$ cat src/design/pww_consts.svh
`ifndef PWW_CONSTS_SVH
`define PWW_CONSTS_SVH

// Reset timeout, in por_timing_osc cycles
`define PWW_RESET_TIMEOUT_CYC 7'h40
// Watchdog intervals, in window_timing_osc cycles
`define PWW_ARM_DELAY_CYC 7'h21
`define PWW_WINDOW_LOWER_CYC 7'h04
`define PWW_WINDOW_UPPER_CYC 7'h40
// Counter width shared by all timing counters
`define PWW_CNT_W 7
// Number of reset channels
`define PWW_NUM_CH 2
// Channel indices
`define PWW_CH_HV 0
`define PWW_CH_LV 1
// Default oscillator periods in CLK_SYS cycles (stand in for the timing capacitors)
`define PWW_POR_OSC_DIV_DEF 16
`define PWW_WIN_OSC_DIV_DEF 16
// Divider counter width
`define PWW_DIV_W 16

`endif

$ cat src/design/pww_pkg.sv
package pww_pkg;

    // Watchdog sequencer states, one-hot
    typedef enum logic [3:0] {
        PWW_IDLE  = 4'b0001,
        PWW_ARM   = 4'b0010,
        PWW_WATCH = 4'b0100,
        PWW_FAULT = 4'b1000
    } pww_state_t;

endpackage

$ cat src/design/pww_top.sv
// Behaviour
// Both power-good monitors always evaluated
// Reset outputs are active-low open-drain
// Shared oscillator, 64 cycles reset timeout
// Either power-good starts reset oscillator
// Each channel reset released independently
// Watchdog runs only while enable low
// Window oscillator starts once both released
// Arm delay ignores kick transitions
// Arm 33, lower 4, upper 64 cycles
// After arm, measure falling edge spacing
// Out-of-window kick pulses fault one timeout
// Upper bound expiry faults without waiting
// Valid kick edge restarts window count
// Good kicks keep reset oscillator stopped
// Fault release starts new arm delay
// Fault output is active-low open-drain
// Processor kicks within window bounds
// Disabled watchdog clears state, fault released
// Inputs pass two-stage synchroniser first
`timescale 1ns/1ps
`include "pww_consts.svh"

module pww_top
    import pww_pkg::*;
#(
    parameter int POR_OSC_DIV = `PWW_POR_OSC_DIV_DEF,
    parameter int WIN_OSC_DIV = `PWW_WIN_OSC_DIV_DEF
) (
    input wire logic CLK_SYS,
    input wire logic RESET,
    input wire logic HV_FEEDBACK_GOOD,
    input wire logic LV_FEEDBACK_GOOD,
    input wire logic WATCHDOG_ENABLE_N,
    input wire logic KICK_INPUT,
    input wire logic HV_POWER_ON_RESET_N_I,
    output logic HV_POWER_ON_RESET_N_O,
    output logic HV_POWER_ON_RESET_N_OE,
    input wire logic LV_POWER_ON_RESET_N_I,
    output logic LV_POWER_ON_RESET_N_O,
    output logic LV_POWER_ON_RESET_N_OE,
    output logic WATCHDOG_FAULT_N_O,
    output logic WATCHDOG_FAULT_N_OE
);

    // Refuse oscillator periods the dividers cannot serve
    if (POR_OSC_DIV < 1 || POR_OSC_DIV > 65535) begin : g_chk_por
        $error("POR_OSC_DIV out of range");
    end
    if (WIN_OSC_DIV < 1 || WIN_OSC_DIV > 65535) begin : g_chk_win
        $error("WIN_OSC_DIV out of range");
    end

    localparam logic [`PWW_DIV_W-1:0] POR_LAST = `PWW_DIV_W'(POR_OSC_DIV - 1);
    localparam logic [`PWW_DIV_W-1:0] WIN_LAST = `PWW_DIV_W'(WIN_OSC_DIV - 1);
    localparam int NSYNC = 6;

    // Bit positions of each pin input inside the synchroniser bank
    localparam int SY_HV_GOOD = 0;
    localparam int SY_LV_GOOD = 1;
    localparam int SY_ENABLE_N = 2;
    localparam int SY_KICK = 3;
    localparam int SY_HV_PIN = 4;
    localparam int SY_LV_PIN = 5;

    // Timing model
    // The two capacitor oscillators are stood in for by dividers of CLK_SYS.
    // One divider wrap is one oscillator cycle, and every timing count in
    // this block counts those wraps, never raw system clocks.
    // A divider is held at zero while its oscillator is stopped. The first
    // cycle after a start is therefore always a full one.
    // The price is a phase error of at most one system clock per start.
    // Against a 64-cycle timeout this is far below the spread that a real
    // timing capacitor would show, so it was not worth compensating.
    // All pin inputs are asynchronous and reach the logic two clocks late.
    // Every threshold below sits on top of that fixed latency.

    // Saturating increment used by every timing counter.
    // Saturation keeps a counter parked at its limit if a tick arrives in the
    // same cycle as the state change that would clear it.
    function automatic logic [`PWW_CNT_W-1:0] sat_inc(
        input logic [`PWW_CNT_W-1:0] value,
        input logic [`PWW_CNT_W-1:0] limit
    );
        sat_inc = (value >= limit) ? limit : value + `PWW_CNT_W'(1);
    endfunction

    // Synchroniser stages; only stage two is read by logic
    logic [NSYNC-1:0] sync_a;
    logic [NSYNC-1:0] sync_b;
    wire [NSYNC-1:0] raw_in;
    assign raw_in = {LV_POWER_ON_RESET_N_I, HV_POWER_ON_RESET_N_I, KICK_INPUT,
                     WATCHDOG_ENABLE_N, LV_FEEDBACK_GOOD, HV_FEEDBACK_GOOD};

    // Two flops per pin input, no reset so nothing but the pin feeds stage one.
    // The bank is not reset, so RESET must be held for a few clocks to flush it.
    always_ff @(posedge CLK_SYS) begin
        sync_a <= raw_in;
        sync_b <= sync_a;
    end

    wire [`PWW_NUM_CH-1:0] fb_good;
    wire wd_enable;
    wire kick_sync;
    wire [`PWW_NUM_CH-1:0] rst_pin_high;
    assign fb_good = {sync_b[SY_LV_GOOD], sync_b[SY_HV_GOOD]};
    assign wd_enable = ~sync_b[SY_ENABLE_N];
    assign kick_sync = sync_b[SY_KICK];
    assign rst_pin_high = {sync_b[SY_LV_PIN], sync_b[SY_HV_PIN]};

    // Kick edge detect on the synchronised copy.
    // The previous value resets high, the idle level of the pin, so leaving
    // reset never fakes a falling edge.
    logic kick_prev;
    wire kick_fall;
    assign kick_fall = kick_prev & ~kick_sync;

    always_ff @(posedge CLK_SYS) begin
        if (RESET) begin
            kick_prev <= 1'b1;
        end else begin
            kick_prev <= kick_sync;
        end
    end

    // Sequencer state and counters
    pww_state_t state;
    pww_state_t next_state;
    logic [`PWW_CNT_W-1:0] wcnt;
    logic [`PWW_CNT_W-1:0] next_wcnt;
    logic [`PWW_CNT_W-1:0] fcnt;
    logic [`PWW_CNT_W-1:0] next_fcnt;
    logic have_edge;
    logic next_have_edge;

    // One-hot state decodes, shared by the oscillator gates
    wire in_arm;
    wire in_watch;
    wire in_fault;
    assign in_arm = (state == PWW_ARM);
    assign in_watch = (state == PWW_WATCH);
    assign in_fault = (state == PWW_FAULT);

    logic [`PWW_NUM_CH-1:0] rst_released;
    wire both_released;
    // Wired-OR pins: another device holding a reset low also holds off the watchdog
    assign both_released = &rst_released & &rst_pin_high;

    // Reset oscillator runs while any channel is still sequencing, or during a fault.
    // Once both resets are out it stops, so steady good kicks leave it idle.
    wire por_run;
    assign por_run = ((|fb_good) & ~both_released) | in_fault;

    // Window oscillator runs only while arming or watching
    wire win_run;
    assign win_run = in_arm | in_watch;

    // Too-close kick: a second edge before the lower bound has passed
    wire next_fault_from_kick;
    assign next_fault_from_kick = have_edge & (wcnt < `PWW_WINDOW_LOWER_CYC);

    // Oscillator stand-ins: dividers restart from zero whenever stopped
    logic [`PWW_DIV_W-1:0] por_div;
    logic [`PWW_DIV_W-1:0] win_div;
    wire por_tick;
    wire win_tick;
    wire win_restart;
    assign por_tick = por_run & (por_div == POR_LAST);
    assign win_tick = win_run & (win_div == WIN_LAST) & ~win_restart;
    // A valid kick resets the window oscillator phase as well as the count, so the
    // next interval is measured from the edge and not from a stale divider phase
    assign win_restart = in_watch & kick_fall & ~next_fault_from_kick;

    always_ff @(posedge CLK_SYS) begin
        if (RESET || !por_run || por_tick) begin
            por_div <= '0;
        end else begin
            por_div <= por_div + `PWW_DIV_W'(1);
        end
    end

    always_ff @(posedge CLK_SYS) begin
        if (RESET || !win_run || win_restart || win_tick) begin
            win_div <= '0;
        end else begin
            win_div <= win_div + `PWW_DIV_W'(1);
        end
    end

    // Per-channel reset timers on the shared oscillator.
    // Both channels count the same ticks, so a channel that comes good later
    // simply starts counting later; it does not restart the other one.
    // The done flag is registered twice before it reaches the pin, in rst_released
    // and in the output register, which keeps the release glitch-free and two clocks behind the count.
    logic [`PWW_CNT_W-1:0] rcnt [`PWW_NUM_CH];
    genvar ch;
    for (ch = 0; ch < `PWW_NUM_CH; ch++) begin : g_ch
        wire done;
        assign done = (rcnt[ch] == `PWW_RESET_TIMEOUT_CYC);

        // Power-good loss restarts this channel's timeout only
        always_ff @(posedge CLK_SYS) begin
            if (RESET || !fb_good[ch]) begin
                rcnt[ch] <= '0;
                rst_released[ch] <= 1'b0;
            end else begin
                if (por_tick && !done) begin
                    rcnt[ch] <= sat_inc(rcnt[ch], `PWW_RESET_TIMEOUT_CYC);
                end
                rst_released[ch] <= done;
            end
        end
    end

    // Watchdog sequencer, next-state logic.
    // IDLE waits for enable and both resets out; ARM ignores the kick pin;
    // WATCH measures edge spacing; FAULT holds the fault pin for one timeout.
    // The first edge in WATCH only opens an interval, since nothing before
    // it can be trusted after the arm delay. The upper bound is timed from
    // the end of arming, so a processor that never kicks is still caught.
    // Disable, or any reset pin pulled low, overrides every state below.
    always_comb begin
        next_state = state;
        next_wcnt = wcnt;
        next_fcnt = fcnt;
        next_have_edge = have_edge;
        unique case (state)
            PWW_IDLE: begin
                next_wcnt = '0;
                next_fcnt = '0;
                next_have_edge = 1'b0;
                if (wd_enable && both_released) begin
                    next_state = PWW_ARM;
                end
            end
            PWW_ARM: begin
                // Kick edges are not looked at here
                if (win_tick) begin
                    next_wcnt = sat_inc(wcnt, `PWW_ARM_DELAY_CYC);
                end
                if (next_wcnt == `PWW_ARM_DELAY_CYC) begin
                    next_state = PWW_WATCH;
                    next_wcnt = '0;
                    next_have_edge = 1'b0;
                end
            end
            PWW_WATCH: begin
                if (kick_fall) begin
                    if (next_fault_from_kick) begin
                        next_state = PWW_FAULT;
                        next_fcnt = '0;
                    end else begin
                        next_wcnt = '0;
                        next_have_edge = 1'b1;
                    end
                end else if (win_tick) begin
                    next_wcnt = sat_inc(wcnt, `PWW_WINDOW_UPPER_CYC);
                    if (next_wcnt == `PWW_WINDOW_UPPER_CYC) begin
                        next_state = PWW_FAULT;
                        next_fcnt = '0;
                    end
                end
            end
            PWW_FAULT: begin
                if (por_tick) begin
                    next_fcnt = sat_inc(fcnt, `PWW_RESET_TIMEOUT_CYC);
                end
                if (next_fcnt == `PWW_RESET_TIMEOUT_CYC) begin
                    next_state = PWW_ARM;
                    next_wcnt = '0;
                    next_fcnt = '0;
                    next_have_edge = 1'b0;
                end
            end
        endcase
        // Disable or a reset reasserting drops everything back to idle
        if (!wd_enable || !both_released) begin
            next_state = PWW_IDLE;
            next_wcnt = '0;
            next_fcnt = '0;
            next_have_edge = 1'b0;
        end
    end

    // Sequencer registers; RESET returns everything to idle
    always_ff @(posedge CLK_SYS) begin
        if (RESET) begin
            state <= PWW_IDLE;
            wcnt <= '0;
            fcnt <= '0;
            have_edge <= 1'b0;
        end else begin
            state <= next_state;
            wcnt <= next_wcnt;
            fcnt <= next_fcnt;
            have_edge <= next_have_edge;
        end
    end

    // Open-drain pins: data held low, enable pulls the line down.
    // The fault enable is taken from the next state so that the pin moves on
    // the same edge as the sequencer, without an extra clock of lag.
    // Pull-ups are outside this block; a released pin is high only through them.
    always_ff @(posedge CLK_SYS) begin
        if (RESET) begin
            HV_POWER_ON_RESET_N_O <= 1'b0;
            LV_POWER_ON_RESET_N_O <= 1'b0;
            WATCHDOG_FAULT_N_O <= 1'b0;
            HV_POWER_ON_RESET_N_OE <= 1'b1;
            LV_POWER_ON_RESET_N_OE <= 1'b1;
            WATCHDOG_FAULT_N_OE <= 1'b0;
        end else begin
            HV_POWER_ON_RESET_N_O <= 1'b0;
            LV_POWER_ON_RESET_N_O <= 1'b0;
            WATCHDOG_FAULT_N_O <= 1'b0;
            HV_POWER_ON_RESET_N_OE <= ~rst_released[`PWW_CH_HV];
            LV_POWER_ON_RESET_N_OE <= ~rst_released[`PWW_CH_LV];
            WATCHDOG_FAULT_N_OE <= (next_state == PWW_FAULT);
        end
    end

endmodule

$ cat config.mk
export PLATFORM = sky130hd
export DESIGN_NAME = pww_top
export DESIGN_NICKNAME = d
export VERILOG_FILES = /design/src/design/pww_pkg.sv /design/src/design/pww_top.sv
export VERILOG_INCLUDE_DIRS = /design/src /design/src/design
export SDC_FILE = /design/constraint.sdc
export NUM_CORES = 1
export LEC_CHECK = 0
export ABC_CLOCK_PERIOD_IN_PS = 3210
export BUFFER_PORTS_ARGS = -buffer_cell sky130_fd_sc_hd__buf_2
export CELL_PAD_IN_SITES_DETAIL_PLACEMENT = 1
export CELL_PAD_IN_SITES_GLOBAL_PLACEMENT = 1
export CORE_UTILIZATION = 35
export CTS_CLUSTER_SIZE = 40
export DETAILED_ROUTE_END_ITERATION = 8
export MAX_ROUTING_LAYER = met4
export PLACE_DENSITY = 0.65
export SLEW_MARGIN = 10
export SYNTH_ARGS = -nofsm -noshare
export SYNTH_HDL_FRONTEND = slang
export SYNTH_SLANG_ARGS = --single-unit
$ cat constraint.sdc
create_clock -name CLK_SYS -period 3.21 [get_ports CLK_SYS]
set_input_delay 0.321 -clock CLK_SYS [delete_from_list [all_inputs] [get_ports CLK_SYS]]
set_output_delay 0.321 -clock CLK_SYS [all_outputs]
set_load 0.005 [all_outputs]
==> out/metrics.yaml <==
placed_design:
  place_hpwl_um: 6510
  gp_congestion: 0.8307
  io_buffers: 10
timing:
  fmaxAchievable_ghz: 0.4011
  hold_ws_ns: 0.08225
  setup_viol: 0
  rsz0062_at_grt: "no"
  fin_tns_setup_ns: 0
  relSlewSlack_pct: 61.43
  period_needed_ns: 2.493
  finalHoldViolCount: 0
  fin_skew_ns: 0.007258
  slew_viol_final: 0
  worst_pin_slew_ns: 0.5786
  period_share_pct: 77.67
hold_path:
  hp-class: "primary input to flop"
job:
  drv_cap: 0
floorplan:
  fp.dieH_um: 109.5
  core_area_sq_um: 11030
  dieArea_sq_um: 11980
  start_util_pct: 36.65
  pin_count: 14
  die_w_um: 109.5
  num_rows: 38
critical_path:
  cpLargestDelayFamily: "simple AND/OR/NAND/NOR gates"
  reg2regPathDepth: 6
  cp.required_ns: 3.47
  slowest_stage: "mux2i_1"
  crit_path_end: "wcnt[4]"
  startpoint: "por_div[13]"
  arrival_ns: 2.75
  start_kind: "flop"
  max_stage_delay_ns: 0.47
  crit_type: "flop to flop"
  path_cells: "nor4_1, and4_1, mux2i_1, and2_1, a31oi_1, a311oi_1"
  timing.rr.start: "por_div[13]"
  crit_fanout: 9
  path_buf_inv: 0
  crit_cells: 6
  setup.worst_path.end_class: "flop"
  timing.rr.end: "wcnt[4]"
  regToRegSetupSlack_ns: 0.72
clock_network:
  clock_sinks: 83
  cts_buffers: 9
  clk_path_buf_depth: 2
  postCtsHoldBufs: 0
  post-cts-setup-buffers: 0
  clkSlewWorstSetupHoldPaths_ns: 0.07
  cts_root_buf: "clkbuf_16"
  ctsResizeCount: 0
  clock_latency_ns: 0.34
  htree_levels: 3
  cts_tree: "built"
routing:
  finalWirelength_um: 8991
  routedWlPerCell_um: 15.16
  drt-initial-drc-count: 67
  drt_first_pass_iters: 4
  via_count: 3121
  drc: 0
  vias_per_cell: 5.263
  antenna_left: 0
power_and_ir_drop:
  power_density_nw_per_um2: 497.4
  internal_power_w: 0.001773
  vdd_ir_drop_max_v: 0.0005625
  cellLeakagePower_nw: 1.552
  sequentialPowerShare_pct: 48.5
  p_sw_share_pct: 21.06
  switchingPower_w: 0.0004729
  clkPwrFrac_pct: 49.7
  comb_power_share_pct: 1.8
synth:
  yosysSeqAreaShare_pct: 44.57
  synth_cell_types: 63
  synth.largest_area_cell: "dfxtp_1"
  synth_edf_count: 14
  syn_area_sq_um: 4043
  ys_top_cells_by_count: "nor2_1 (72), dfxtp_1 (69), nand2_1 (31)"
  yosys_most_used_dff: "dfxtp_1"
  yosysWarnings: 0
  ys_seq_elements: 83
  syn_avg_cell_area_sq_um: 9.146
  synth_area_leaders: "dfxtp_1 (34%), edfxtp_1 (10%), nor2_1 (6.7%), xnor2_1 (4.3%), xor2_1 (3.7%)"
  netlist_instances: 442
  post-synth-top-area-fraction_pct: 34.17
  synthArstFlopShare_pct: 0
  yosysMostFrequentCell: "nor2_1"
global_route:
  antenna_found_initial: 0
  overflow: 0
  grt_pass1_vias: 3213
  grt_max_degree: 17
  grt_pass1_wl_um: 15630
  grt_usage_pct: 17.48
finish:
  drive_gt1_share_pct: 10.82
  final_nets: 466
  multi_input_area_sq_um: 2085
  fill_cells: 1282
  n_antenna_cell: 0
  syn2layout_area_growth_pct: 11.70
  register_area_sq_um: 1802
outcome:
  status: "complete, no violations"
==> routing by layer <==
| layer | GRT usage (%) | wire, um | vias up |
|---|---|---|---|
| met1 | 22.69 | 4479 | 1530 |
| met4 | 5.905 | 137 | 0 |
| met3 | 4.090 | 185 | 9 |
| met5 | - | 0 | - |
| li1 | - | - | 1555 |
| met2 | 26.73 | 4189 | 27 |
==> cell type report <==
type	instances	area share [%]
clock buffer	11	5.846
timing repair buffer	13	1.607
clock inverter	5	1.441
multi-input combinational	327	46.16
tap	140	3.879
inverter	14	1.164
sequential	83	39.90
==> cells in the final DEF (no fill, tap or decap), drive strengths merged, types with 4 or more instances in the layout <==
master	instances
edfxtp	14
or2	5
nand4	11
nor2	72
and4	4
or3	9
buf	13
dfxtp	69
inv	16
and3	11
xnor2	20
and2	4
a21oi	19
clkbuf	11
a22oi	4
ha	10
nor4	10
nor3	9
a31oi	6
nor2b	4
o31ai	7
nand2	31
o21ai	15
nand3	18
nand2b	9
xor2	17
==> kinds of logic (layout without fill, tap and decap cells) <==
kind of cell	count (synthesis)	in the layout	share of synthesized area, %
XOR/XNOR	37	37	8.016
multiplexers	2	2	0.4952
adder cells (fa/ha/maj)	10	10	3.095
flip-flops	83	83	44.57
buffers and inverters	34	43	4.054
other	1	3	0.09276
AND/OR/NAND/NOR	207	207	28.26
AO/OA/AOI/OAI	68	68	11.42
==> registers in the layout, summed over array words and instances, names as in the netlist, 2 cells and up <==
signal and flops:
fcnt 7, state 4, sync_b 6, por_div 16, rst_released 2, wcnt 7, rcnt 14, sync_a 6
win_div 16
==> per-stage QoR <==
step	cell area, sq um	setup slack [ns]	util (%)	cells	total power (W)
after global placement	4187	0.8795	37.95	577	0.001152
after CTS	4516	0.7262	40.94	593	0.002283
after floorplan	4050	1.027	-	444	0.001139
after global routing	4516	0.4669	40.94	593	0.002341
after detailed placement	4187	0.8148	37.95	577	0.001154
final	4516	0.7167	40.94	593	0.002246
==> power groups by stage <==
stage	logic (W)	registers, W	clock network [W]
5_1_grt	0.0000469	0.00109	0.00120
3_5_place_dp	0.0000408	0.00111	0
4_1_cts	0.0000411	0.00109	0.00115
3_3_place_gp	0.0000394	0.00111	0
2_1_floorplan	0.0000304	0.00111	0
6_report	0.0000403	0.00109	0.00112
==> how the worst min path moves through the flow <==
stage / startpoint / slack, ns / cells after the start / end
6_report: HV_POWER_ON_RESET_N_I / 0.08 / 1 / sync_a[4]
2_1_floorplan: sync_a[0] / 0.31 / 0 / sync_b[0]
5_1_grt: LV_POWER_ON_RESET_N_I / 0.06 / 1 / sync_a[5]
3_5_place_dp: sync_a[1] / 0.31 / 0 / sync_b[1]
4_1_cts: HV_POWER_ON_RESET_N_I / 0.07 / 1 / sync_a[4]
3_3_place_gp: sync_a[2] / 0.32 / 0 / sync_b[2]
Power figures use the tool's default switching activity.
